<file path="src/rtl/fault_status_pkg.sv">
// Functional notes
// - Read-only 32-bit fault register at E2h, zero at reset, no writes.
// - Bit 31 is the OR of every individual fault flag.
// - Position detect frequency, time1 and time2 faults at bits 29, 28, 27.
// - Bit 26 shows whether the supply bus current limit is active now.
// - Bit 25 flags R/L measure error, bit 24 back-EMF constant error.
// - Bits 23, 22, 21 speed, back-EMF, absent motor; bit 20 any lock.
// - Bit 19 lock current limit fault, bit 18 hardware current limit fault.
// - Bit 17 bus undervoltage fault, bit 16 bus overvoltage fault.
// - Bits 15, 14 speed and current loop saturation; bits 13 to 4 zero.
// - Host sets refresh bit every watchdog interval; device clears it.
package fault_status_pkg;

   localparam logic [7:0] FAULT_REG_ADDR = 8'hE2;
   localparam logic [7:0] CTRL_REG_ADDR = 8'hEA;
   localparam logic [31:0] FAULT_RESET = 32'h0000_0000;
   localparam logic [31:0] STICKY_MASK = 32'h3BFF_0008;
   localparam logic [31:0] LIVE_MASK = 32'h0400_C000;
   localparam logic [15:0] WDT_CNT_RESET = 16'h0000;

   localparam int SUMMARY_BIT = 31;
   localparam int FREQ_BIT = 29;
   localparam int TIME1_BIT = 28;
   localparam int TIME2_BIT = 27;
   localparam int BUS_LIMIT_BIT = 26;
   localparam int RL_BIT = 25;
   localparam int BEMF_CONST_BIT = 24;
   localparam int SPEED_LOCK_BIT = 23;
   localparam int BEMF_LOCK_BIT = 22;
   localparam int ABSENT_BIT = 21;
   localparam int ANY_LOCK_BIT = 20;
   localparam int LOCK_LIMIT_BIT = 19;
   localparam int HW_LIMIT_BIT = 18;
   localparam int UNDERVOLT_BIT = 17;
   localparam int OVERVOLT_BIT = 16;
   localparam int SPEED_SAT_BIT = 15;
   localparam int CURRENT_SAT_BIT = 14;
   localparam int WDT_FAULT_BIT = 3;

   localparam int CLEAR_CMD_BIT = 29;
   localparam int REFRESH_BIT = 10;

   typedef struct packed {
      logic [31:0] flags;
   } flag_state_t;

   typedef struct packed {
      logic [31:0] live;
      logic refresh;
      logic [15:0] wdt_cnt;
      logic wdt_trip;
      logic [31:0] rdata;
      logic rvalid;
   } core_state_t;

endpackage

</file>
<file path="src/rtl/sticky_flags.sv">
`timescale 1ns/1ps
module sticky_flags #(
   parameter int W = 32
) (
   input wire logic clk,
   input wire logic rstn,
   input wire logic [W-1:0] set_vec,
   input wire logic clear,
   output logic [W-1:0] flags
);
   import fault_status_pkg::*;

   logic [W-1:0] state_ff;
   logic [W-1:0] nxt_state;

   // Set wins over a clear in the same cycle
   always_comb begin
      nxt_state = (state_ff & {W{~clear}}) | set_vec;
   end

   always_ff @(posedge clk or negedge rstn) begin
      if (!rstn) begin
         state_ff <= '0;
      end else begin
         state_ff <= nxt_state;
      end
   end

   assign flags = state_ff;
endmodule

</file>
<file path="src/rtl/controller_fault_status_reg.sv">
`timescale 1ns/1ps
module controller_fault_status_reg (
   input wire logic clk,
   input wire logic rstn,
   input wire logic [7:0] reg_addr,
   input wire logic reg_rd,
   input wire logic reg_wr,
   input wire logic [31:0] reg_wdata,
   output logic [31:0] reg_rdata,
   output logic reg_rvalid,
   input wire logic position_detect_freq_err,
   input wire logic position_detect_time1_err,
   input wire logic position_detect_time2_err,
   input wire logic bus_current_limit_active,
   input wire logic rl_measure_err,
   input wire logic backemf_const_measure_err,
   input wire logic abnormal_speed_lock,
   input wire logic abnormal_backemf_lock,
   input wire logic motor_absent,
   input wire logic lock_current_limit_err,
   input wire logic hardware_current_limit_err,
   input wire logic bus_undervolt,
   input wire logic bus_overvolt,
   input wire logic speed_loop_sat,
   input wire logic current_loop_sat,
   input wire logic wdt_enable,
   input wire logic [15:0] wdt_interval,
   output logic watchdog_refresh
);
   import fault_status_pkg::*;

   core_state_t st_ff;
   core_state_t nxt_st;
   logic [31:0] set_vec;
   logic [31:0] sticky;
   logic [31:0] image;
   logic any_motor_lock;
   logic ctrl_wr;
   logic clear_all_faults;

   ////////////////////////////////////////////////////////////////////////
   // Fault capture

   assign any_motor_lock = abnormal_speed_lock | abnormal_backemf_lock |
      motor_absent | lock_current_limit_err |
      hardware_current_limit_err;
   assign ctrl_wr = reg_wr && (reg_addr == CTRL_REG_ADDR);
   assign clear_all_faults = ctrl_wr && reg_wdata[CLEAR_CMD_BIT];

   always_comb begin
      set_vec = '0;
      set_vec[FREQ_BIT] = position_detect_freq_err;
      set_vec[TIME1_BIT] = position_detect_time1_err;
      set_vec[TIME2_BIT] = position_detect_time2_err;
      set_vec[RL_BIT] = rl_measure_err;
      set_vec[BEMF_CONST_BIT] = backemf_const_measure_err;
      set_vec[SPEED_LOCK_BIT] = abnormal_speed_lock;
      set_vec[BEMF_LOCK_BIT] = abnormal_backemf_lock;
      set_vec[ABSENT_BIT] = motor_absent;
      set_vec[ANY_LOCK_BIT] = any_motor_lock;
      set_vec[LOCK_LIMIT_BIT] = lock_current_limit_err;
      set_vec[HW_LIMIT_BIT] = hardware_current_limit_err;
      set_vec[UNDERVOLT_BIT] = bus_undervolt;
      set_vec[OVERVOLT_BIT] = bus_overvolt;
      set_vec[WDT_FAULT_BIT] = st_ff.wdt_trip;
   end

   sticky_flags #(
      .W(32)
   ) u_flags (
      .clk(clk),
      .rstn(rstn),
      .set_vec(set_vec),
      .clear(clear_all_faults),
      .flags(sticky)
   );

   // Reserved bits are masked to zero; bit 31 summarises the rest
   always_comb begin
      image = (sticky & STICKY_MASK) | (st_ff.live & LIVE_MASK);
      image[SUMMARY_BIT] = |image[30:0];
   end

   ////////////////////////////////////////////////////////////////////////
   // Live status, watchdog and register port

   always_comb begin
      nxt_st = st_ff;
      nxt_st.live = '0;
      nxt_st.live[BUS_LIMIT_BIT] = bus_current_limit_active;
      nxt_st.live[SPEED_SAT_BIT] = speed_loop_sat;
      nxt_st.live[CURRENT_SAT_BIT] = current_loop_sat;
      // Refresh bit lives one cycle, then the device clears it
      nxt_st.refresh = ctrl_wr && reg_wdata[REFRESH_BIT];
      nxt_st.wdt_trip = 1'b0;
      if (!wdt_enable || st_ff.refresh) begin
         nxt_st.wdt_cnt = WDT_CNT_RESET;
      end else if (st_ff.wdt_cnt >= wdt_interval) begin
         nxt_st.wdt_cnt = WDT_CNT_RESET;
         nxt_st.wdt_trip = 1'b1;
      end else begin
         nxt_st.wdt_cnt = st_ff.wdt_cnt + 16'h0001;
      end
      // Writes to the fault register are dropped
      nxt_st.rvalid = reg_rd;
      if (reg_rd) begin
         if (reg_addr == FAULT_REG_ADDR) begin
            nxt_st.rdata = image;
         end else if (reg_addr == CTRL_REG_ADDR) begin
            nxt_st.rdata = 32'h0000_0000;
            nxt_st.rdata[REFRESH_BIT] = st_ff.refresh;
         end else begin
            nxt_st.rdata = 32'h0000_0000;
         end
      end
   end

   always_ff @(posedge clk or negedge rstn) begin
      if (!rstn) begin
         st_ff <= '{live: FAULT_RESET, refresh: 1'b0,
            wdt_cnt: WDT_CNT_RESET, wdt_trip: 1'b0,
            rdata: FAULT_RESET, rvalid: 1'b0};
      end else begin
         st_ff <= nxt_st;
      end
   end

   assign reg_rdata = st_ff.rdata;
   assign reg_rvalid = st_ff.rvalid;
   assign watchdog_refresh = st_ff.refresh;
endmodule

</file>
<file path="config.mk">
export PLATFORM = sky130hd
export DESIGN_NAME = controller_fault_status_reg
export DESIGN_NICKNAME = d
export VERILOG_FILES = /design/src/rtl/fault_status_pkg.sv /design/src/rtl/sticky_flags.sv /design/src/rtl/controller_fault_status_reg.sv
export SDC_FILE = /design/constraint.sdc
export NUM_CORES = 1
export LEC_CHECK = 0
export BUFFER_PORTS_ARGS = -buffer_cell sky130_fd_sc_hd__buf_2
export CAP_MARGIN = 15
export CELL_PAD_IN_SITES_DETAIL_PLACEMENT = 1
export CELL_PAD_IN_SITES_GLOBAL_PLACEMENT = 1
export CORE_ASPECT_RATIO = 0.7
export CORE_UTILIZATION = 36
export DETAILED_ROUTE_END_ITERATION = 12
export GPL_TIMING_DRIVEN = 0
export HOLD_SLACK_MARGIN = 0.06
export PLACE_DENSITY = 0.79
export SYNTH_ARGS = -nofsm -noshare
export SYNTH_HDL_FRONTEND = slang
export SYNTH_SLANG_ARGS = --single-unit
</file>
<file path="constraint.sdc">
create_clock -name clk -period 2.2 [get_ports clk]
set_input_delay 0.22 -clock clk [delete_from_list [all_inputs] [get_ports clk]]
set_output_delay 0.22 -clock clk [all_outputs]
set_load 0.02 [all_outputs]
</file>
# Word-level counts from Yosys, hierarchy flattened
# Index checks and enable logic that the tools add are counted.
[totals]
register_bits = 86
in_bits = 76
output_inout_bits = 34
elab_cells = 31
[classes]
add_sub_neg = 1
n_lt_le_gt_ge = 1
n_eq_ne = 2
n_mux = 6
bitwise = 8
reduce_logical = 6
[ops]
columns = ["operator", "n"]
rows = [
  ["$and A32 B32 Y32", 1],
  ["$mux W16", 2],
  ["$mux W32", 1],
  ["$or A32 B30 Y32", 1],
  ["$reduce_or A31 Y1", 1],
  ["$or A30 B27 Y30", 1],
  ["$add A16 B1 Y16 const B", 1],
  ["$eq A8 B8 Y1 const B", 2],
  ["$ge A16 B16 Y1", 1],
  ["$mux W11", 1],
  ["$or A1 B1 Y1", 4],
  ["$logic_and A1 B1 Y1", 3],
  ["$mux W1", 2],
  ["$logic_not A1 Y1", 1],
  ["$logic_or A1 B1 Y1", 1],
  ["$not A1 Y1", 1],
]

# Depth between registers and ports, before layout
[depth]
ltp_word = 6
depth_mapped = 8
ltp_nobuf = 7

# Cells and area by module
# A second synthesis with hierarchy kept.
[hier_totals]
cells_unflattened = 328
hier_area_um2 = 3560.9
[modules_own_cells]
columns = ["mod", "n_inst", "cells_per_inst", "area_per_inst_um2", "seq_area_each_um2"]
rows = [
  ["controller_fault_status_reg", 1, 260, 2479.9, 1026.0],
  ["sticky_flags", 1, 68, 1081.0, 800.8],
]

# Worst setup path after synthesis
# OpenSTA, ideal clock, no wires.
[synth_path]
kind = "register -> register"
startpoint = "register st_ff[47] in the netlist's numbering"
endpoint = "register st_ff[40] in the netlist's numbering"
setup_time_ps = 71
arrival_time_ps = 1764
required_time_ps = 2129
slack_ps = 365
stages_incl_launch_ff = 8
path_buffers = 1
period_less_slack_ps = 1835
path_cell_list = "dfrtp_1 -> ha_1 -> a21o_1 -> a21o_1 -> a22oi_1 -> nand4b_1 -> buf_2 -> nor2_1"
[synth_rtl]
columns = ["element", "line_no", "text"]
rows = [
  ["from (decl)", "controller_fault_status_reg.sv:32", "core_state_t st_ff;"],
  ["from (signal assigned)", "controller_fault_status_reg.sv:120", "st_ff <= '{live: FAULT_RESET, refresh: 1'b0,"],
  ["from (signal assigned)", "controller_fault_status_reg.sv:124", "st_ff <= nxt_st;"],
]

==> metrics <==
H-tree levels 2; Layout Area Growth over Synthesis 23.89%; Netlist cell types 36; io pins 110; CTS sink count 55; Cells after Synth roughly 290; Setup Viol. Count Final 0; Max-slew headroom about 54%; sequential share of the synthesized area 48.67%; minimum hold slack around 0.089 ns; global-route wire length before repair 11220 um; Worst path max stage delay 0.47 ns; port bufs 66; Mapped Area between 2000 and 3000 um2; CP Buf/Inv Count 1; Initial DRC Count 76; Post-route DRC 0; Clock Latency Late Sink 0.30 ns; clock transition at the registers of the reported paths 0.10 ns; detailed placement HPWL 5222 um; Critical Setup Path Class reg2reg; drt pass-1 iters 4; FP Rows 26; CP arrival approximately 2.2 ns; post-route ant nets 0; Critical Path Start Type flop; routability cong. 0.7304; initial antenna violation count 0; final hold viol count 0; Final WS setup between 0.15 and 0.2 ns; P per Cell Area 508.3 nW/um2; #FFs+latches synth 55; crit share post-route 91.43%; Synth top area share roughly half; Crit-path slowest cell dfrtp_1; GR Overflow Total 0; Tightest Pin Transition 0.6898 ns; starting density of the core between 30% and 40%; Vias/cell 4.552; CTS max path bufs 2; CTS tree done; total power 1.781 mW; RSZ-0062 raised after global routing no; clk root buf clkbuf_8; synthesized area per cell 9.853 um2; max-slew violation count 0; maximum vdd ir drop 286.7 uV; vias 2176; max-cap violations 0; GRT Total Usage 17.25%; Yosys warning count 0; crit path cell chain ha_1, nand4_1, nor2_1, o311ai_2, nand4b_1, buf_2, nor2_1; Core ar. 7450 um2; Crit Path Max Fanout 10; dominant delay contributor by cell family on the critical path simple AND/OR/NAND/NOR gates; Worst EP required roughly 2.4 ns; Layout Nets 472; Antenna Cells 0; Die Y about 76 um; most used cell, CP nor2_1; total wire length 6448 um; Top FF cell, synth dfrtp_1; Critical Path End Type flop; Fmax 0.4972 GHz; vias in the first global route 2351; skew final between 0.009 and 0.01 ns; Die Wd 107.9 um; number of flops mapped to enable cells by yosys 0; layout cell share with drive strength beyond 1 31.05%; worst slack, placed -0.07927 ns; synth top area cells dfrtp_1, buf_4, ha_1; min cycle time layout between 2 and 2.5 ns; P_leak 1.790 nW; largest net degree at the start of global routing 30; Hold Crit Class in2reg; Post-Route Utilization ~47%; Synth async-reset ratio 100.0%; cell taking the most area after synthesis dfrtp_1; Num CTS Buffers 5; status finished clean; drt wl/cell 13.49 um; die area 8219 um2
==> cells in the mapped netlist, types with 3 or more instances <==
master	number
dfrtp_1	55
xor2_1	9
buf_4	33
clkbuf_1	3
o21ai_0	23
xnor2_1	3
a21o_1	16
nand2_1	23
a21oi_1	5
nor2_1	19
inv_1	38
nor4_1	3
nand3_1	8
ha_1	17
nand4_1	7
==> cell type report <==
type / count / area [um2]
flip-flops and latches: 55 / 1376
repair buffers: 73 / 407.9
clock inverters: 3 / 23.77
plain buffers: 38 / 269.0
multi-input cells: 168 / 1092
well taps: 98 / 122.6
fillers: 880 / 3946
inverters: 38 / 142.6
clock buffers: 5 / 68.82
==> metrics by stage <==
step                      TNS, ns  instance area [um2]  cells
final                           0                 3503    478
after global routing            0                 3503    478
after CTS                       0                 3496    478
after detailed placement  -0.6206                 3346    464
after global placement          0                 3326    463
after floorplan                 0                 2873    299
==> layer usage <==
layer,vias up,GRT usage [%],part of all wire [%]
met5,-,0,0
met4,0,2.466,0.33
met3,2,2.310,3.3
met2,44,28.91,49
met1,1047,24.26,48
li1,1083,-,-
==> flip-flops by register name (all words and copies together), names as in the netlist <==
| signal | cells |
|---|---|
| set_vec | 1 |
| reg_rvalid | 1 |
| reg_rdata | 19 |
| st_ff | 19 |
| u_flags.flags | 14 |
| watchdog_refresh | 1 |
==> where the power goes <==
part           switching (mW)  total, mW  internal [mW]
combinational          0.0998      0.180         0.0801
sequential             0.0129       1.04           1.02
clock                   0.337      0.565          0.228
==> final timing paths <==
path,to,slack (ns),cells past startpoint,start
max,st_ff[40],0.19,7,st_ff[46]
min,u_flags.flags[28],0.09,2,position_detect_time1_err
max reg2reg,st_ff[40],0.19,7,st_ff[46]
min reg2reg,u_flags.flags[3],0.47,1,set_vec[3]
max in group asynchronous,st_ff[38],1.13,3,rstn
min in group asynchronous,reg_rdata[31],0.49,2,rstn
==> placed cells by master, fill, tap and decap left out, types with 2 or more instances in the layout <==
master	n
a21o_1	16
a21oi_1	5
a22oi_1	2
buf_2	68
buf_4	34
clkbuf_1	3
clkbuf_8	5
clkinvlp_4	2
conb_1	13
dfrtp_1	55
dlygate4sd3_1	5
ha_1	17
inv_1	38
nand2_1	23
nand3_1	8
nand4_1	7
nand4b_1	2
nor2_1	19
nor4_1	3
o21ai_0	23
or3_1	2
xnor2_1	3
xor2_1	9
==> kinds of logic after synthesis <==
| family | synth area share (%) |
|---|---|
| buffers and inverters | 14.56 |
| and+or+nand+nor | 13.94 |
| DFF | 48.67 |
| AOI/OAI and AO/OA | 11.46 |
| adders and majority gates | 7.522 |
| xor gates and xnor gates | 3.717 |
| other | 0.1326 |
==> timing repair <==
action	in CTS	in global routing
pin swaps	1	0
endpoints found under the setup margin	10	10
endpoints found under the hold margin	32	0
gates cloned	0	0
resized for setup	0	1
hold buffers	5	0
setup buffers	1	0
Note: power is estimated with default switching activity, not from simulation.
